--- src/rtl/srtc_defines.svh ---
// Purpose: constants for the sync rotation and transmit mute controller
// Assumes: 8-bit register data, 12-bit register address
// Notes: included by bare name from the package and the top module
//
// Functional notes
// software keeps the sync required setting bit at 1 in subclass 0 and 1.
// with osc reset after rotation set, reset all oscillators on reset or rotation.
// a separate oscillator sync start write also resets all oscillators.
// rotation action field zero means rotation touches neither link clocks nor datapath.
// action bit 0 set drops the links and resets link clocks on rotation.
// software should set action bit 0 so link clocks realign after rotation.
// action bit 1 set soft ramps the datapath off and on around rotation.
// software sets action bit 1 only with the amplifier protection block in use.
// action field 11 applies both link clock reset and datapath soft ramp.
// dac1 mute select at 1 zeroes dac1 at once while its pin is low.
// dac1 mute select at 0 keeps dac1 output normal whatever the pin.
// dac0 mute select at bit 4 zeroes dac0 the same way under its pin.
// pins pass a synchronizer; rotation actions are taken in the event cycle; here the action outputs follow one cycle after the event.
`ifndef SRTC_DEFINES_SVH
`define SRTC_DEFINES_SVH

// ==========================================================
// register offsets
`define SRTC_ADDR_ROT 12'h03b
`define SRTC_ADDR_TXMUTE 12'h03f
`define SRTC_ADDR_STATUS 12'h040
`define SRTC_ADDR_OSCSYNC 12'h1e7

// ==========================================================
// reset values and write masks
`define SRTC_ROT_RESET 8'hb0
`define SRTC_ROT_WMASK 8'hf3
`define SRTC_TXMUTE_RESET 8'h00

// ==========================================================
// field positions
`define SRTC_ROT_SYNCLOGIC 7
`define SRTC_ROT_SYNCREQ 5
`define SRTC_ROT_OSCRST 4
`define SRTC_ROT_ACT_LINK 0
`define SRTC_ROT_ACT_RAMP 1
`define SRTC_TX_DAC1 5
`define SRTC_TX_DAC0 4
`define SRTC_OSCSYNC_GO 0
`define SRTC_ST_PIN0 0
`define SRTC_ST_PIN1 1
`define SRTC_ST_MUTE0 2
`define SRTC_ST_MUTE1 3
`define SRTC_ST_RAMP 4

// ==========================================================
// soft ramp timing
`define SRTC_RAMP_DIV 4'h3
`define SRTC_RAMP_STEP 9'h010
`define SRTC_GAIN_UNITY 9'h100
`define SRTC_HOLD_STEPS 4'h8

`endif

--- src/rtl/srtc_pkg.sv ---
// Purpose: shared types of the sync rotation and transmit mute controller
// Assumes: constants come from srtc_defines.svh
// Notes: one-hot ramp states, bus and sample carriers
`include "srtc_defines.svh"

package srtc_pkg;

  // ==========================================================
  // register port request
  typedef struct packed {
    logic [11:0] addr;
    logic [7:0] wdata;
    logic wr;
    logic rd;
  } srtc_bus_req_t;

  // ==========================================================
  // one complex datapath sample
  typedef struct packed {
    logic signed [15:0] i;
    logic signed [15:0] q;
  } srtc_sample_t;

  // ==========================================================
  // soft ramp sequencer states
  typedef enum logic [3:0] {
    SRTC_RAMP_IDLE = 4'b0001,
    SRTC_RAMP_DOWN = 4'b0010,
    SRTC_RAMP_HOLD = 4'b0100,
    SRTC_RAMP_UP = 4'b1000
  } srtc_ramp_state_t;

endpackage

--- src/rtl/srtc_pin_sync.sv ---
// Purpose: bring the two transmit enable pins into the clk domain
// Assumes: pins are asynchronous to clk
// Notes: a level counts once stages two and three agree
`timescale 1ns/1ns
`default_nettype none

module srtc_pin_sync (
  // clock and reset
  input wire logic clk,
  input wire logic rst,
  // raw pins
  input wire logic [1:0] pin_raw,
  // filtered levels
  output logic [1:0] pin_lvl
);

  logic [1:0] s1_r;
  logic [1:0] s2_r;
  logic [1:0] s3_r;

  // ==========================================================
  // three stage chain; stage one feeds only stage two
  always_ff @(posedge clk or posedge rst) begin
    if (rst) begin
      s1_r <= 2'h0;
      s2_r <= 2'h0;
      s3_r <= 2'h0;
    end else begin
      s1_r <= pin_raw;
      s2_r <= s1_r;
      s3_r <= s2_r;
    end
  end

  // ==========================================================
  // accept a level only when the last two stages agree
  always_ff @(posedge clk or posedge rst) begin
    if (rst) begin
      pin_lvl <= 2'h0;
    end else begin
      for (int k = 0; k < 2; k++) begin
        if (s2_r[k] == s3_r[k]) begin
          pin_lvl[k] <= s3_r[k];
        end
      end
    end
  end

endmodule // srtc_pin_sync

`default_nettype wire

--- src/rtl/srtc_top.sv ---
// Purpose: rotation action and transmit pin mute control of two dac datapaths
// Assumes: rotation and digital reset events are one-cycle pulses on clk
// Notes: register reads answer one cycle after the read strobe
`timescale 1ns/1ns
`default_nettype none
`include "srtc_defines.svh"

module srtc_top (
  // clock and reset
  input wire logic clk,
  input wire logic rst,
  // register port
  input wire srtc_pkg::srtc_bus_req_t bus_req,
  output logic [7:0] rd_data,
  // synchronization events
  input wire logic rotation_evt,
  input wire logic digital_reset_evt,
  // transmit enable pins
  input wire logic dac0_transmit_pin,
  input wire logic dac1_transmit_pin,
  // datapath samples
  input wire srtc_pkg::srtc_sample_t dac0_in,
  input wire srtc_pkg::srtc_sample_t dac1_in,
  output srtc_pkg::srtc_sample_t dac0_out,
  output srtc_pkg::srtc_sample_t dac1_out,
  // action pulses
  output logic osc_reset,
  output logic link_realign,
  // status and configuration levels
  output logic ramp_active,
  output logic dac0_muted,
  output logic dac1_muted,
  output logic sync_logic_en,
  output logic sync_required_setting
);

  import srtc_pkg::*;

  // ==========================================================
  // helper functions

  // scale one component by a gain where unity is 0x100
  function automatic logic signed [15:0] srtc_scale(
    input logic signed [15:0] s,
    input logic [8:0] g
  );
    logic signed [25:0] p;
    p = s * $signed({1'b0, g});
    return p[23:8];
  endfunction

  // scale a whole complex sample
  function automatic srtc_sample_t srtc_scale_smp(
    input srtc_sample_t s,
    input logic [8:0] g
  );
    srtc_sample_t r;
    r.i = srtc_scale(s.i, g);
    r.q = srtc_scale(s.q, g);
    return r;
  endfunction

  // ==========================================================
  // declarations
  logic [7:0] rot_cfg_r;
  logic [7:0] txmute_r;
  logic osc_sync_go;
  logic [1:0] pin_lvl;
  logic dac0_mute_nxt;
  logic dac1_mute_nxt;
  logic [3:0] div_cnt_r;
  logic step_en;
  srtc_ramp_state_t ramp_state_r;
  srtc_ramp_state_t ramp_state_nxt;
  logic [8:0] gain_r;
  logic [8:0] gain_nxt;
  logic [3:0] hold_cnt_r;
  logic [3:0] hold_cnt_nxt;
  logic act_link;
  logic act_ramp;
  logic osc_rst_en;
  logic [7:0] status;
  logic wr_rot;
  logic wr_txmute;

  // ==========================================================
  // register decode

  // write strobes per register
  always_comb begin
    wr_rot = 1'b0;
    wr_txmute = 1'b0;
    osc_sync_go = 1'b0;
    if (bus_req.wr && bus_req.addr == `SRTC_ADDR_ROT) begin
      wr_rot = 1'b1;
    end else if (bus_req.wr && bus_req.addr == `SRTC_ADDR_TXMUTE) begin
      wr_txmute = 1'b1;
    end else if (bus_req.wr && bus_req.addr == `SRTC_ADDR_OSCSYNC) begin
      osc_sync_go = bus_req.wdata[`SRTC_OSCSYNC_GO];
    end
  end

  // rotation control register; bits 3:2 stay zero
  always_ff @(posedge clk or posedge rst) begin
    if (rst) begin
      rot_cfg_r <= `SRTC_ROT_RESET;
    end else if (wr_rot) begin
      rot_cfg_r <= bus_req.wdata & `SRTC_ROT_WMASK;
    end
  end

  // transmit mute select register
  always_ff @(posedge clk or posedge rst) begin
    if (rst) begin
      txmute_r <= `SRTC_TXMUTE_RESET;
    end else if (wr_txmute) begin
      txmute_r <= bus_req.wdata;
    end
  end

  // field views
  assign act_link = rot_cfg_r[`SRTC_ROT_ACT_LINK];
  assign act_ramp = rot_cfg_r[`SRTC_ROT_ACT_RAMP];
  assign osc_rst_en = rot_cfg_r[`SRTC_ROT_OSCRST];

  // ==========================================================
  // status and read path

  // live state of the block
  always_comb begin
    status = 8'h00;
    status[`SRTC_ST_PIN0] = pin_lvl[0];
    status[`SRTC_ST_PIN1] = pin_lvl[1];
    status[`SRTC_ST_MUTE0] = dac0_muted;
    status[`SRTC_ST_MUTE1] = dac1_muted;
    status[`SRTC_ST_RAMP] = ramp_active;
  end

  // read data stands one cycle after the strobe, zero otherwise
  always_ff @(posedge clk or posedge rst) begin
    if (rst) begin
      rd_data <= 8'h00;
    end else if (!bus_req.rd) begin
      rd_data <= 8'h00;
    end else if (bus_req.addr == `SRTC_ADDR_ROT) begin
      rd_data <= rot_cfg_r;
    end else if (bus_req.addr == `SRTC_ADDR_TXMUTE) begin
      rd_data <= txmute_r;
    end else if (bus_req.addr == `SRTC_ADDR_STATUS) begin
      rd_data <= status;
    end else begin
      rd_data <= 8'h00; // unmapped and write-only read as zero
    end
  end

  // configuration levels straight from the register
  always_ff @(posedge clk or posedge rst) begin
    if (rst) begin
      sync_logic_en <= 1'b1;
      sync_required_setting <= 1'b1;
    end else begin
      sync_logic_en <= rot_cfg_r[`SRTC_ROT_SYNCLOGIC];
      sync_required_setting <= rot_cfg_r[`SRTC_ROT_SYNCREQ];
    end
  end

  // ==========================================================
  // rotation action pulses

  // oscillator reset on rotation, digital reset or sync start
  always_ff @(posedge clk or posedge rst) begin
    if (rst) begin
      osc_reset <= 1'b0;
    end else begin
      osc_reset <= (osc_rst_en && (rotation_evt || digital_reset_evt))
                   || osc_sync_go;
    end
  end

  // link drop and link clock realign only when action bit 0 is set
  always_ff @(posedge clk or posedge rst) begin
    if (rst) begin
      link_realign <= 1'b0;
    end else begin
      link_realign <= rotation_evt && act_link;
    end
  end

  // ==========================================================
  // soft ramp sequencer

  // step enable divider
  always_ff @(posedge clk or posedge rst) begin
    if (rst) begin
      div_cnt_r <= 4'h0;
    end else if (div_cnt_r == `SRTC_RAMP_DIV) begin
      div_cnt_r <= 4'h0;
    end else begin
      div_cnt_r <= div_cnt_r + 4'h1;
    end
  end

  assign step_en = (div_cnt_r == `SRTC_RAMP_DIV);

  // ramp down, hold while the rotation settles, ramp up
  always_comb begin
    ramp_state_nxt = ramp_state_r;
    gain_nxt = gain_r;
    hold_cnt_nxt = hold_cnt_r;
    if (rotation_evt && act_ramp) begin
      ramp_state_nxt = SRTC_RAMP_DOWN;
    end else begin
      case (ramp_state_r)
        SRTC_RAMP_IDLE: begin
          gain_nxt = `SRTC_GAIN_UNITY;
        end
        SRTC_RAMP_DOWN: begin
          if (step_en) begin
            if (gain_r <= `SRTC_RAMP_STEP) begin
              gain_nxt = 9'h000;
              hold_cnt_nxt = 4'h0;
              ramp_state_nxt = SRTC_RAMP_HOLD;
            end else begin
              gain_nxt = gain_r - `SRTC_RAMP_STEP;
            end
          end
        end
        SRTC_RAMP_HOLD: begin
          if (step_en) begin
            if (hold_cnt_r == `SRTC_HOLD_STEPS - 4'h1) begin
              ramp_state_nxt = SRTC_RAMP_UP;
            end else begin
              hold_cnt_nxt = hold_cnt_r + 4'h1;
            end
          end
        end
        SRTC_RAMP_UP: begin
          if (step_en) begin
            if (gain_r >= `SRTC_GAIN_UNITY - `SRTC_RAMP_STEP) begin
              gain_nxt = `SRTC_GAIN_UNITY;
              ramp_state_nxt = SRTC_RAMP_IDLE;
            end else begin
              gain_nxt = gain_r + `SRTC_RAMP_STEP;
            end
          end
        end
        default: begin
          ramp_state_nxt = SRTC_RAMP_IDLE;
          gain_nxt = `SRTC_GAIN_UNITY;
        end
      endcase
    end
  end

  // sequencer state
  always_ff @(posedge clk or posedge rst) begin
    if (rst) begin
      ramp_state_r <= SRTC_RAMP_IDLE;
      gain_r <= `SRTC_GAIN_UNITY;
      hold_cnt_r <= 4'h0;
    end else begin
      ramp_state_r <= ramp_state_nxt;
      gain_r <= gain_nxt;
      hold_cnt_r <= hold_cnt_nxt;
    end
  end

  // busy flag seen from outside
  always_ff @(posedge clk or posedge rst) begin
    if (rst) begin
      ramp_active <= 1'b0;
    end else begin
      ramp_active <= (ramp_state_nxt != SRTC_RAMP_IDLE);
    end
  end

  // ==========================================================
  // transmit pin mute

  // pins enter the clk domain through three stages
  srtc_pin_sync u_pin_sync (
    .clk(clk),
    .rst(rst),
    .pin_raw({dac1_transmit_pin, dac0_transmit_pin}),
    .pin_lvl(pin_lvl)
  );

  // mute only when selected and the pin is low
  assign dac0_mute_nxt = txmute_r[`SRTC_TX_DAC0] && !pin_lvl[0];
  assign dac1_mute_nxt = txmute_r[`SRTC_TX_DAC1] && !pin_lvl[1];

  // mute flags
  always_ff @(posedge clk or posedge rst) begin
    if (rst) begin
      dac0_muted <= 1'b0;
      dac1_muted <= 1'b0;
    end else begin
      dac0_muted <= dac0_mute_nxt;
      dac1_muted <= dac1_mute_nxt;
    end
  end

  // ==========================================================
  // datapath output

  // dac0: zero at once when muted, else scaled by the ramp gain
  always_ff @(posedge clk or posedge rst) begin
    if (rst) begin
      dac0_out <= '0;
    end else if (dac0_mute_nxt) begin
      dac0_out <= '0;
    end else begin
      dac0_out <= srtc_scale_smp(dac0_in, gain_r);
    end
  end

  // dac1: same treatment under its own pin
  always_ff @(posedge clk or posedge rst) begin
    if (rst) begin
      dac1_out <= '0;
    end else if (dac1_mute_nxt) begin
      dac1_out <= '0;
    end else begin
      dac1_out <= srtc_scale_smp(dac1_in, gain_r);
    end
  end

endmodule // srtc_top

`default_nettype wire

--- config.mk ---
export PLATFORM = sky130hd
export DESIGN_NAME = srtc_top
export DESIGN_NICKNAME = d
export VERILOG_FILES = /design/src/rtl/srtc_pkg.sv /design/src/rtl/srtc_pin_sync.sv /design/src/rtl/srtc_top.sv
export VERILOG_INCLUDE_DIRS = /design/src /design/src/rtl
export SDC_FILE = /design/constraint.sdc
export NUM_CORES = 1
export LEC_CHECK = 0
export BUFFER_PORTS_ARGS = -buffer_cell sky130_fd_sc_hd__buf_2
export CORE_MARGIN = 1
export CORE_UTILIZATION = 50
export DETAILED_ROUTE_END_ITERATION = 10
export PLACE_DENSITY = 0.69
export SLEW_MARGIN = 25
export SYNTH_ARGS = -nofsm -noshare
export SYNTH_HDL_FRONTEND = slang
export SYNTH_HIERARCHICAL = 1
export SYNTH_SLANG_ARGS = --single-unit
export TNS_END_PERCENT = 5
--- constraint.sdc ---
create_clock -name clk -period 7.6 [get_ports clk]
set_input_delay 0.76 -clock clk [delete_from_list [all_inputs] [get_ports clk]]
set_output_delay 0.76 -clock clk [all_outputs]
set_load 0.1 [all_outputs]
======== Word level (Yosys, flattened, before mapping) ========
Cells that the tools add are included.
operators by class
  $add $sub $neg .......................... 4
  multiply operators ...................... 4
  $lt $le $gt $ge ......................... 2
  equality and inequality tests ........... 18
  mux-type cells .......................... 31
  bitwise logic cells ..................... 2
  reduce and logical (&&, ||, !) cells .... 15
operator list
  kind                                                                     number
  16-bit by 10-bit multiplier with 24-bit output                           4
  32-bit 2-to-1 mux                                                        2
  4-bit 2-to-1 mux                                                         12
  9-bit 2-to-1 mux                                                         4
  9-bit case mux with 3 select lines                                       1
  12-bit by 6-bit equality test with 1-bit output (second input constant)  2
  8-bit 2-to-1 mux                                                         3
  4-bit case mux with 4 select lines                                       1
  12-bit by 7-bit equality test with 1-bit output (second input constant)  1
  12-bit by 9-bit equality test with 1-bit output (second input constant)  1
  2-bit inequality test (second input constant)                            5
  9-bit by 5-bit adder with 9-bit output (second input constant)           1
  9-bit by 8-bit >= comparator with 1-bit output (second input constant)   1
  9-bit by 5-bit <= comparator with 1-bit output (second input constant)   1
  9-bit by 5-bit subtractor with 9-bit output (second input constant)      1
  4-bit by 1-bit adder with 4-bit output (second input constant)           2
  4-bit by 2-bit equality test with 1-bit output (second input constant)   2
  4-bit by 3-bit equality test with 1-bit output (second input constant)   2
  1-bit logical AND                                                        8
  4-bit case mux with 2 select lines                                       1
  1-bit 2-to-1 mux                                                         6
  6-bit AND reduction                                                      1
  5-bit 2-to-1 mux                                                         1
  4-bit by 1-bit equality test with 1-bit output (second input constant)   1
  8 further kinds                                                          12
storage, ports and cells
  register bits ........................... 122
  input bits .............................. 92
  logic and storage cells ................. 99

======== Logic depth before layout (Yosys ltp) ========
Gate-level depths: netlist of the first run.
  depth after elaboration ................. 6
  gate-level depth with buffers ........... 20
  depth with buffers taken out ............ 18

======== Hierarchy ========
Netlist of the first run, hierarchy kept.
by module, submodules not included
  module         times used  cells an instance  area an instance (µm²)  sequential area each (µm²)
  srtc_top       1           1877               18863.1                 2761.4
  srtc_pin_sync  1           11                 226.5                   200.2

======== Worst setup path after synthesis of the first run ========
OpenSTA, ideal clock, no wires.
  path kind ............................... register to register
  start point ............................. register gain_r[4]
  end point ............................... register dac1_out[28] in the netlist's numbering
  library setup time ...................... 132 ps
  arrival ................................. 5155 ps
  slack ................................... 2313 ps
  cell stages (with the launch flop) ...... 19
  path buffers ............................ 3
  clock period less this slack ............ 5287 ps
  cells stage by stage .................... dfrtp_1 clkbuf_1 clkbuf_1 clkbuf_1 nand2_1 fa_1 inv_1 fa_1 fa_1 fa_1 fa_1 ha_1 a21oi_1 o21ai_0 a221o_1 a31o_1 o31ai_4 xor2_1 nor2_1
on the way
  longest elaborated chain between the ends .. 2
RTL lines
  item                                            RTL line         text
  start: declaration                              srtc_top.sv:75   logic [8:0] gain_r;
  start signal: assignment                        srtc_top.sv:259  gain_r <= `SRTC_GAIN_UNITY;
  start signal: assignment                        srtc_top.sv:263  gain_r <= gain_nxt;
  16-bit by 10-bit multiplier with 24-bit output  srtc_top.sv:48   p = s * $signed({1'b0, g});
  32-bit 2-to-1 mux                               srtc_top.sv:321  end else if (dac1_mute_nxt) begin
  end signal: assignment                          srtc_top.sv:324  dac1_out <= srtc_scale_smp(dac1_in, gain_r);
  end: declaration                                srtc_top.sv:25   output srtc_pkg::srtc_sample_t dac1_out,
No other way between the ends.
A chain may end at the register's enable or synchronous reset.

======== Worst setup path after layout of the first run ========
  start point ............................. register gain_r[6]
  end point ............................... register dac1_out[9] in the netlist's numbering
Same word-level chain as after synthesis.

==> reports/metrics.yaml, run 1 <==
outcome:
  outcome: "completed"
synthesis:
  synth.distinct_cells: 73
  synth_fa_ha_area_share_pct: 49.9
  synth_simple_gate_area_share_pct: 16.0
  avg_inst_size_synth_um2: 10.1
  yosys_warnings: 6
  post_synth_inst_count: 1888
  synth.yosys.seq_area_share_pct: 15.5
  synth_compound_area_share_pct: 8.90
  ys_ff_latch: 118
  synth_enable_flop_cells: 0
  synth.mux.area_fraction_pct: 1.15
  ys.flop_type: "dfrtp_1"
  dominant_combinational_cell_family_by_area_after_synthesis: "adder cells"
  post_synth_instance_area_um2: 19100
  synth_xor_xnor_area_share_pct: 3.17
  ffs_w_async_s_r_synth_pct: 100
sta:
  timing.final.crit_period_ns: 5.90
  worst_slew_pin_slew_ns: 0.953
  max_clock_freq_ghz: 0.170
  report.final.slew_viol_count: 0
  slew_headroom_pct: 36.5
  fin_setup_tns_ns: 0
  rsz0062_at_grt: "no"
  fin_crit_sh_pct: 77.6
  hold_slack_ns: 0.270
  setup_violations: 0
  finalClockSkew_ns: 0.0148
  hold_fails_final_rpt: 0
clock_network:
  cts_inserted_buffers: 17
  clock_latency_ns: 0.45
  cts_tree: "built"
  htreeDepth: 4
  cts_hold_repair.buffers: 0
  cts.sink_count: 118
  post_cts_resized: 0
  clk_pin_slew_worst_paths_ns: 0.06
  post_cts_buffers: 0
  max-clock-path-buffers: 2
  clock_tree.root_cell: "clkbuf_16"
setup_path:
  critPathRequiredTime_ns: 7.96
  reg2reg_setup_slack_ns: 1.70
  worst_ep_arrival_time_ns: 6.25
  critPathMaxFanout: 55
  critical_path.endpoint_type: "register"
  worstSetupStartpointType: "register"
  crit_type: "reg -> reg"
power:
  total_leakage_power_uw: 0.0114
  cellPowerDensity_nw_per_um2: 195
  power.ir.vdd_worst_v: 0.000316
worst_hold_path:
  worstHoldPathType: "in -> async"
cells_and_area:
  filler_cell_count: 3284
  mostFrequentLayoutCell: "fa_1"
  post-route-util_pct: 57.4
  final_layout_size_suffix_gt1_share_pct: 11.4
  highest_count_cells_in_the_layout_ignoring_fill_and_taps: "fa_1 (296), ha_1 (286), and2_1 (243), inv_1 (205), buf_2 (170)"
  area_delta_synth_final_pct: 13.1
  design.final.nets: 2851
routing:
  via_per_inst: 5.13
  detail_route.first_pass.iterations: 5
  final_antenna_net_count: 0
  remaining_drc_errors: 0
  routed_wirelength_mm: 40.9
  num_vias: 13900
  routedWlPerCell_um: 15.1
  drt_iter0_markers: 594
global_routing:
  track_usage_pct: 22.9
  first_pass_grt_wire_length_mm: 70.9
  grt.overflow.total: 0
  grt_max_degree: 66
  grt_antenna_before_repair: 11
  first_global_vias: 14900
die:
  fp.dieArea_um2: 39000
  design.core.area_um2: 37600
  row_count: 71
  die_w_um: 197
  effective_utilization_at_floorplan_pct: 50.8
  die-height_um: 197
  io-pin-count: 171
placement:
  place.gp.congestion: 0.891
  port_buffers: 170
  detailed_place_hpwl_mm: 33.8
flow_run:
  cap_viol_max_count: 0
-- Yosys cell counts (4+ instances only) --
cell type | count | area, µm²
fa_1 | 296 | 5930
a21o_1 | 22 | 165
and2_1 | 243 | 1520
a211oi_1 | 13 | 97.6
ha_1 | 286 | 3580
nand3_1 | 14 | 70.1
inv_1 | 207 | 777
o22ai_1 | 6 | 37.5
a31oi_1 | 7 | 43.8
o21a_1 | 18 | 135
nand2b_1 | 16 | 100
or2_2 | 4 | 25.0
nand2_1 | 134 | 503
nor2_1 | 75 | 282
mux2i_1 | 5 | 50.1
xnor2_1 | 39 | 342
o211ai_1 | 7 | 52.6
clkbuf_1 | 54 | 203
dfrtp_1 | 111 | 2780
nor2b_1 | 12 | 75.1
xor2_1 | 30 | 263
nand4_1 | 9 | 56.3
a22oi_1 | 7 | 52.6
o21ai_0 | 49 | 245
nor3_1 | 23 | 115
mux2_2 | 15 | 169
dfstp_2 | 7 | 184
o21bai_1 | 9 | 67.6
buf_2 | 4 | 20.0
nor4_1 | 5 | 31.3
or3_1 | 7 | 43.8
and3_1 | 14 | 87.6
o41ai_1 | 5 | 43.8
a21oi_1 | 68 | 340
o31ai_1 | 9 | 67.6
-- worst paths after layout --
| kind | end | cells after the start | start |
|---|---|---|---|
| max | dac1_out[9]$_DFF_PP0_ | 16 | gain_r[6]$_DFFE_PP0P_ |
| min | u_pin_sync/s2_r[0]$_DFF_PP0_ | 2 | rst |
| max reg2reg | dac1_out[9]$_DFF_PP0_ | 16 | gain_r[6]$_DFFE_PP0P_ |
| min reg2reg | u_pin_sync/s2_r[1]$_DFF_PP0_ | 0 | u_pin_sync/s1_r[1]$_DFF_PP0_ |
| max in group asynchronous | dac0_out[26]$_DFF_PP0_ | 3 | rst |
| min in group clk | u_pin_sync/s2_r[1]$_DFF_PP0_ | 0 | u_pin_sync/s1_r[1]$_DFF_PP0_ |
-- metal layers --
metal / vias to the layer above / track usage (%) / wire [µm]
li1: 6640 / - / -
met1: 6886 / 29.2 / 18000
met2: 298 / 39.6 / 20200
met3: 43 / 4.70 / 2130
met4: 8 / 5.51 / 496
met5: - / 0 / 47
-- logic make-up (layout without fill, tap and decap cells) --
family / Yosys count / after routing
AO/OA/AOI/OAI: 256 / 256
AND/OR/NAND/NOR: 572 / 572
XOR/XNOR: 69 / 69
buffers and inverters: 267 / 415
multiplexers: 20 / 20
other: 2 / 162
adder cells (fa/ha/maj): 584 / 584
flip-flops: 118 / 118
-- report_power, final --
group | switching [µW] | total [µW] | internal [µW]
Clock | 338 | 833 | 495
Combinational | 1880 | 2540 | 655
Sequential | 51.2 | 830 | 779
Total | 2270 | 4200 | 1930
-- flip-flops by register name (all words and copies together) (netlist names), 2 cells and up --
register            count
div_cnt_r               4
txmute_r                8
dac0_out               32
u_pin_sync/s3_r         2
u_pin_sync/pin_lvl      2
ramp_state_r            4
u_pin_sync/s1_r         2
rd_data                 8
dac1_out               32
gain_r                  5
u_pin_sync/s2_r         2
rot_cfg_r               6
hold_cnt_r              4
-- metrics by stage --
step | power [µW] | cell area [µm²] | worst slack, ns | cells
2_1_floorplan | 2890 | 19700 | 2.31 | 2042
3_3_place_gp | 3310 | 21000 | 1.88 | 2669
3_5_place_dp | 3340 | 21000 | 1.81 | 2669
4_1_cts | 4210 | 21600 | 1.78 | 2701
5_1_grt | 4470 | 21600 | 1.38 | 2704
6_report | 4200 | 21600 | 1.70 | 2707
-- critical path, stage by stage, from the launching register on --
cell	delay, ns
dfrtp_2	0.97
buf_4	0.36
nand2_1	0.10
fa_1	0.49
inv_1	0.05
fa_1	0.55
fa_1	0.43
fa_1	0.47
fa_1	0.41
ha_1	0.39
a21oi_1	0.28
o21bai_1	0.11
a211oi_1	0.40
a21boi_0	0.19
o21a_1	0.22
o21a_1	0.17
nor3_1	0.16
-- cell type report --
type                    count  area, µm²  area share, %
diodes                      6       15.0         0.0696
flip-flops and latches    118       2970           13.8
inverters                 207        779           3.61
clock buffers              19        443           2.05
well taps                 511        639           2.96
multi-input cells        1657      15700           72.7
clock inverters            13        148          0.684
repair buffers            176        896           4.15
(Power assumes the default switching activity.)
==> run 2: changes to the inputs <==
--- a/config.mk
+++ b/config.mk
@@ -6,11 +6,12 @@
 export SDC_FILE = /design/constraint.sdc
 export NUM_CORES = 1
 export LEC_CHECK = 0
+export ABC_AREA = 1
 export BUFFER_PORTS_ARGS = -buffer_cell sky130_fd_sc_hd__buf_2
 export CORE_MARGIN = 1
 export CORE_UTILIZATION = 50
 export DETAILED_ROUTE_END_ITERATION = 10
-export PLACE_DENSITY = 0.69
+export PLACE_DENSITY = 0.68
 export SLEW_MARGIN = 25
 export SYNTH_ARGS = -nofsm -noshare
 export SYNTH_HDL_FRONTEND = slang
==> constraint.sdc (replaced) <==
create_clock -name clk -period 5.7 [get_ports clk]
set_input_delay 0.57 -clock clk [delete_from_list [all_inputs] [get_ports clk]]
set_output_delay 0.57 -clock clk [all_outputs]
set_load 0.1 [all_outputs]
==> run 2 against run 1 <==
Maximum frequency rose by 15%. Global-route usage is 1.3 points higher. Non-clock buffer count grew 7. Combinational power rose by 42%. Clock power grew 32%. Sequential power is 31% higher. Setup slack got worse by 1.1 ns. Total power is 38% higher. First-iteration DRC count is 69% higher. Critical endpoint is now dac0_out[30]$_DFF_PP0_.
==> reports/metrics.yaml, run 2 <==
outcome:
  outcome: "completed"
synthesis:
  synth_simple_gate_area_share_pct: 23.1  # +7.1 points
  ys_ff_latch: 118  # unchanged
  synth.cells.most_frequent: "nand2_1 (853), inv_1 (616), fa_1 (296)"
  netlist_top_cells_area: "fa_1 (28%), ha_1 (17%), nand2_1 (15%)"
  avg_inst_size_synth_um2: 7.52  # -26%
  synth.mux.area_fraction_pct: 0.0473  # -1.1 points
  post_synth_inst_count: 2813  # +49%
  synth_largest_type_area_fraction_pct: 28.0  # -3.0 points
  ffs_w_async_s_r_synth_pct: 100  # unchanged
  synth.yosys.seq_area_share_pct: 14.0  # -1.5 points
  ys.flop_type: "dfrtp_1"
  post_synth_instance_area_um2: 21200  # +11%
  synth_xor_xnor_area_share_pct: 1.08  # -2.1 points
  synth.distinct_cells: 44  # -40%
  synth.most_common_cell: "nand2_1"
  synth_enable_flop_cells: 0  # unchanged
  yosys_warnings: 6  # unchanged
  synth_compound_area_share_pct: 4.76  # -4.1 points
  synth_fa_ha_area_share_pct: 44.9  # -5.0 points
  synth_top_cell_by_area: "fa_1"
  dominant_combinational_cell_family_by_area_after_synthesis: "adder cells"
setup_path:
  reg2reg_setup_slack_ns: 0.59  # -1.12 ns
  critical_path.endpoint_type: "register"
  regToRegEndpoint: "dac0_out[30]$_DFF_PP0_"
  crit_type: "reg -> reg"
  path_common_cell: "nand2_1"
  r2r-start: "gain_r[4]$_DFFE_PP0P_"
  list_of_cells_traversed_by_the_critical_path: "buf_4 -> nand2_1 -> inv_1 -> fa_1 -> fa_1 -> inv_1 -> fa_1 -> fa_1 -> inv_1 -> ha_1 -> ha_1 -> nand2_1 -> nor3_1 -> nand2_1 -> nand3_1 -> nand2_1 -> nand2_1 -> nor2_1"
  worst_r2r_path_depth: 18  # +2
  critPathMaxFanout: 38  # -31%
  timing.critical_path.slowest_cell_delay_ns: 0.87  # -0.10 ns
  critical_path.slowest_cell: "dfrtp_2"
  worstSetupStartpointType: "register"
  worst_ep_arrival_time_ns: 5.47  # -0.78 ns
  critPathRequiredTime_ns: 6.06  # -1.90 ns
clock_network:
  cts_inserted_buffers: 17  # unchanged
  cts_hold_repair.buffers: 0  # unchanged
  cts.sink_count: 118  # unchanged
  clock_latency_ns: 0.46  # about the same
  clk_pin_slew_worst_paths_ns: 0.07  # about the same
  cts_tree: "built"
  post_cts_buffers: 0  # unchanged
  max-clock-path-buffers: 2  # unchanged
  clock_tree.root_cell: "clkbuf_16"
  htreeDepth: 4  # unchanged
  post_cts_resized: 0  # unchanged
cells_and_area:
  seq_area_um2: 2970  # -0.13%
  highest_count_cells_in_the_layout_ignoring_fill_and_taps: "nand2_1 (853), inv_1 (614), fa_1 (296), ha_1 (286), nor2_1 (232)"
  footprint_of_the_multi_input_gates_um2: 16200  # +3.3%
  design.final.nets: 3789  # +33%
  final_layout_size_suffix_gt1_share_pct: 8.31  # -3.1 points
  mostFrequentLayoutCell: "nand2_1"
  post_layout_nonfiller_instances: 3668  # +36%
  biggest_regs: "dac0_out x32, dac1_out x32"
  filler_cell_count: 3927  # +20%
  postLayoutCellArea_um2: 23800  # +10%
  area_delta_synth_final_pct: 12.3
sta:
  fin_crit_sh_pct: 89.7  # +12 points
  timing.final.crit_period_ns: 5.11  # -0.784 ns
  setup_slack_ns: 0.588  # -1.12 ns
  max_clock_freq_ghz: 0.196  # +15%
  slew_headroom_pct: 43.6  # +7.1 points
  hold_fails_final_rpt: 0  # unchanged
  finalClockSkew_ns: 0.0106  # -0.00420 ns
  fin_setup_tns_ns: 0  # unchanged
  worst_slew_pin_slew_ns: 0.847  # -0.106 ns
  rsz0062_at_grt: "no"
  setup_violations: 0  # unchanged
  report.final.slew_viol_count: 0  # unchanged
placement:
  place_worst_setup_slack_ns: 0.558  # -1.25 ns
  port_buffers: 170  # unchanged
  place.gp.congestion: 0.934  # +4.8%
  post_dp_cell_area_um2: 23200  # +11%
  dp.cells: 3635  # +36%
  detailed_place_hpwl_mm: 41.3  # +22%
die:
  row_count: 75  # +5.6%
  die-height_um: 208  # +5.2%
  effective_utilization_at_floorplan_pct: 50.6  # -0.23 points
  die_w_um: 208  # +5.2%
  design.core.area_um2: 41900  # +11%
  io-pin-count: 171  # unchanged
  fp.dieArea_um2: 43200  # +11%
flow_run:
  cap_viol_max_count: 0  # unchanged
global_routing:
  first_global_vias: 18400  # +24%
  grt_antenna_before_repair: 7  # -4
  track_usage_pct: 24.2  # +1.3 points
  grt_max_degree: 58  # -12%
  first_pass_grt_wire_length_mm: 84.7  # +19%
  grt.overflow.total: 0  # unchanged
routing:
  num_vias: 17800  # +28%
  routed_wirelength_mm: 48.8  # +19%
  remaining_drc_errors: 0  # unchanged
  via_per_inst: 4.84  # -5.6%
  routedWlPerCell_um: 13.3  # -12%
  final_antenna_net_count: 0  # unchanged
  drt_iter0_markers: 1002  # +69%
  detail_route.first_pass.iterations: 6  # +1
power:
  cellPowerDensity_nw_per_um2: 244  # +25%
  power.ir.vdd_worst_v: 0.000330  # +4.4%
  power_uw: 5790  # +38%
  total_leakage_power_uw: 0.0151  # +33%
worst_hold_path:
  worstHoldPathType: "in -> async"
## run 2: cell count changes after synthesis, sizes merged, moves of 18 or more
cell	change
inv	+410
nand3	+80
xor2	-23
nor2	+163
a21o	-18
and2	-239
xnor2	-20
a21oi	+28
nand2	+724
## run 2: how the worst max path moves through the flow
stage	startpoint	to	slack (ns)	cells after the start
2_1_floorplan	gain_r[4]$_DFFE_PP0P_	dac1_out[27]$_DFF_PP0_	0.99	19
3_3_place_gp	gain_r[4]$_DFFE_PP0P_	dac1_out[11]$_DFF_PP0_	0.65	18
3_5_place_dp	gain_r[4]$_DFFE_PP0P_	dac1_out[11]$_DFF_PP0_	0.56	18
4_1_cts	gain_r[4]$_DFFE_PP0P_	dac1_out[11]$_DFF_PP0_	0.56	18
5_1_grt	gain_r[4]$_DFFE_PP0P_	dac0_out[30]$_DFF_PP0_	0.24	18
6_report	gain_r[4]$_DFFE_PP0P_	dac0_out[30]$_DFF_PP0_	0.59	18
## run 2: kinds of logic after synthesis
group | after synthesis
AND/OR/NAND/NOR | 1231
XOR/XNOR | 26
other | 2
flip-flops | 118
AO/OA/AOI/OAI | 180
buffers and inverters | 673
multiplexers | 1
adder cells (fa/ha/maj) | 582
## run 2: layout make-up
cell class	instances	area share, %
multi-input combinational	2176	68.3
sequential	118	12.5
inverter	619	9.79
timing repair buffer	183	4.20
tap	539	2.84
clock buffer	18	1.81
clock inverter	14	0.595
antenna	1	0.0105
## run 2: worst max-delay path, delay by kind of cell, from the launching register on
family / cells / cell delay [ns]
buffers and inverters: 4 / 0.59
flip-flops: 1 / 0.87
adder cells (fa/ha/maj): 6 / 2.62
AND/OR/NAND/NOR: 8 / 0.91
## run 2: power by group
group	switching (µW)	total [µW]	internal, µW
clock	484	1100	611
combinational	2760	3610	852
sequential	60.3	1090	1030
total	3300	5790	2490
## run 2: per-stage QoR
stage,util (%),hold slack [ns]
after floorplan,-,0.331
after global placement,55.4,0.343
after detailed placement,55.4,0.336
after CTS,56.8,0.0537
after global routing,56.8,0.0837
final,56.8,0.0717
## run 2: metal layers
metal  track usage [%]  vias to the layer above  share of wire (%)
met5                 0                        -               0.13
met4              7.46                       10                1.9
met3              3.65                       68                4.5
met2              43.2                      395                 50
met1              30.1                     8410                 43
li1                  -                     8867                  -
==> run 3: changes to the inputs <==
--- a/config.mk
+++ b/config.mk
@@ -6,12 +6,12 @@
 export SDC_FILE = /design/constraint.sdc
 export NUM_CORES = 1
 export LEC_CHECK = 0
-export ABC_AREA = 1
 export BUFFER_PORTS_ARGS = -buffer_cell sky130_fd_sc_hd__buf_2
 export CORE_MARGIN = 1
 export CORE_UTILIZATION = 50
+export CTS_CLUSTER_SIZE = 14
 export DETAILED_ROUTE_END_ITERATION = 10
-export PLACE_DENSITY = 0.68
+export PLACE_DENSITY = 0.69
 export SLEW_MARGIN = 25
 export SYNTH_ARGS = -nofsm -noshare
 export SYNTH_HDL_FRONTEND = slang
==> run 3 against run 2 <==
Sequential cell count stayed put. Clock skew is 0.00071 ns lower. Die area is 9.7% lower. Highest routed layer unchanged. Critical path type unchanged. Largest power group unchanged. Largest cell class unchanged.
==> reports/metrics.yaml, run 3 (synthesized netlist as in run 1, its figures left out) <==
power:
  power_uw: 5590  # -3.5%
  cellPowerDensity_nw_per_um2: 257  # +5.4%
  total_leakage_power_uw: 0.0115  # -24%
  power.ir.vdd_worst_v: 0.000532  # +61%
clock_network:
  max-clock-path-buffers: 2  # unchanged
  clock_tree.root_cell: "clkbuf_16"
  cts.sink_count: 118  # unchanged
  cts_inserted_buffers: 17  # unchanged
  clock_latency_ns: 0.44  # -0.02 ns
  cts_tree: "built"
  htreeDepth: 4  # unchanged
  clk_pin_slew_worst_paths_ns: 0.06  # about the same
sta:
  hold_fails_final_rpt: 0  # unchanged
  max_clock_freq_ghz: 0.186  # -5.1%
  timing.final.crit_period_ns: 5.38  # +0.272 ns
  worst_slew_pin_slew_ns: 0.949  # +0.102 ns
  hold_slack_ns: 0.0912  # +0.0196 ns
  finalClockSkew_ns: 0.00993  # -0.000714 ns
  report.final.slew_viol_count: 0  # unchanged
  setup_violations: 0  # unchanged
  fin_setup_tns_ns: 0  # unchanged
  rsz0062_at_grt: "no"
  slew_headroom_pct: 36.4  # -7.2 points
  fin_crit_sh_pct: 94.5  # +4.8 points
setup_path:
  list_of_cells_traversed_by_the_critical_path: "buf_12 -> buf_4 -> nand2_1 -> fa_1 -> inv_1 -> fa_1 -> fa_1 -> fa_1 -> fa_1 -> ha_1 -> o21a_1 -> o211a_1 -> o31ai_1 -> o21ai_0 -> o31ai_1 -> xor2_1 -> nor2_1"
  reg2reg_setup_slack_ns: 0.32  # -0.27 ns
  crit_type: "reg -> reg"
  cpLargestDelayFamily: "adder cells"
  critical_path.endpoint_type: "register"
  critPathMaxFanout: 41  # +7.9%
  timing.critical_path.slowest_cell_delay_ns: 0.54  # -0.33 ns
  critPathRequiredTime_ns: 6.02  # -0.04 ns
  critical_path.n_buffers_inverters: 3  # -1
  critical_path.slowest_cell: "dfrtp_2"
  worst_ep_arrival_time_ns: 5.71  # +0.24 ns
  path_common_cell: "fa_1"
  worstSetupStartpointType: "register"
routing:
  routedWlPerCell_um: 15.4  # +16%
  wl_met3_mm: 2.07  # -5.7%
  routed_wirelength_mm: 41.9  # -14%
  wirelength_met1_mm: 18.6  # -12%
  detail_route.first_pass.iterations: 5  # -1
  drt_iter0_markers: 537  # -46%
  num_vias: 14000  # -21%
  remaining_drc_errors: 0  # unchanged
  via_per_inst: 5.13  # +6.0%
  met2WireLength_mm: 20.3  # -17%
  dr.max_layer_used: "met5"
  final_antenna_net_count: 0  # unchanged
placement:
  dp.cells: 2684  # -26%
  port_buffers: 170  # unchanged
  place.gp.congestion: 0.869  # -6.9%
  detailed_place_hpwl_mm: 34.4  # -17%
global_routing:
  grt_max_degree: 68  # +17%
  first_global_vias: 15200  # -18%
  grt_antenna_before_repair: 12  # +5
  grt.overflow.total: 0  # unchanged
  track_usage_pct: 23.3  # -0.90 points
  first_pass_grt_wire_length_mm: 72.5  # -14%
cells_and_area:
  highest_count_cells_in_the_layout_ignoring_fill_and_taps: "fa_1 (296), ha_1 (285), and2_1 (243), inv_1 (205), buf_2 (170)"
  filler_cell_count: 3224  # -18%
  area_delta_synth_final_pct: 14.0
  mostFrequentLayoutCell: "fa_1"
  post-route-util_pct: 57.9  # +1.1 points
  final_layout_size_suffix_gt1_share_pct: 12.3  # +4.0 points
  post_layout_nonfiller_instances: 2726  # -26%
  biggest_regs: "dac0_out x32, dac1_out x32"
  design.final.nets: 2869  # -24%
die:
  row_count: 71  # -5.3%
  die_w_um: 197  # -5.0%
  die-height_um: 197  # -5.0%
  effective_utilization_at_floorplan_pct: 50.8  # +0.23 points
  design.core.area_um2: 37600  # -10%
  fp.dieArea_um2: 39000  # -9.7%
  io-pin-count: 171  # unchanged
worst_hold_path:
  worstHoldPathType: "in -> async"
flow_run:
  cap_viol_max_count: 0  # unchanged
outcome:
  outcome: "completed"
-- run 3: changes by cell type in the layout (fill, tap and decap cells not counted), sizes merged, moves of 18 or more --
cell   before  now
nand2     858  134
inv       625  212
and2        4  243
nor2      239   76
nand3      94   14
a21oi      96   68
xor2        7   30
xnor2      19   39
a21o        4   22
-- run 3: repair_timing --
item	CTS	global route
resized for setup	0	5
hold buffers	0	0
buffers inserted	0	2
setup endpoints to repair	0	12
-- run 3: through the flow --
stage | setup WS, ns | instance area [µm²]
2_1_floorplan | 0.413 | 19700
3_3_place_gp | 0.309 | 21100
3_5_place_dp | 0.220 | 21100
4_1_cts | 0.131 | 21700
5_1_grt | 0.00844 | 21800
6_report | 0.316 | 21800
-- run 3: per-layer routing --
layer,vias up,GRT usage (%)
met1,6948,30.3
met3,65,4.81
li1,6686,-
met5,-,0
met4,10,6.40
met2,274,39.3
-- run 3: path summary, 6_finish.rpt --
check,startpoint,to,depth (start not counted)
max,gain_r[4]$_DFFE_PP0P_,dac0_out[27]$_DFF_PP0_,17
min,rst,u_pin_sync/s1_r[0]$_DFF_PP0_,2
max reg2reg,gain_r[4]$_DFFE_PP0P_,dac0_out[27]$_DFF_PP0_,17
min reg2reg,u_pin_sync/s1_r[1]$_DFF_PP0_,u_pin_sync/s2_r[1]$_DFF_PP0_,0
max in group asynchronous,rst,rot_cfg_r[4]$_DFFE_PP1P_,3
min in group clk,dac0_transmit_pin,u_pin_sync/s1_r[0]$_DFF_PP0_,1
-- run 3: layout make-up --
cell class,instances,area (µm²),share of cell area [%]
Clock buffer,18,439,2.02
Clock inverter,14,140,0.644
Timing Repair Buffer,194,1070,4.90
Tap cell,511,639,2.94
Antenna cell,7,17.5,0.0805
Inverter,207,779,3.58
Sequential cell,118,2970,13.7
Multi-Input combinational cell,1657,15700,72.2
-- run 3: report_power, final --
part	switching (µW)	leakage (µW)	internal [µW]
Combinational	2510	0.00972	878
Clock	459	0.000286	622
Sequential	79.0	0.00144	1040
Total	3050	0.0115	2540
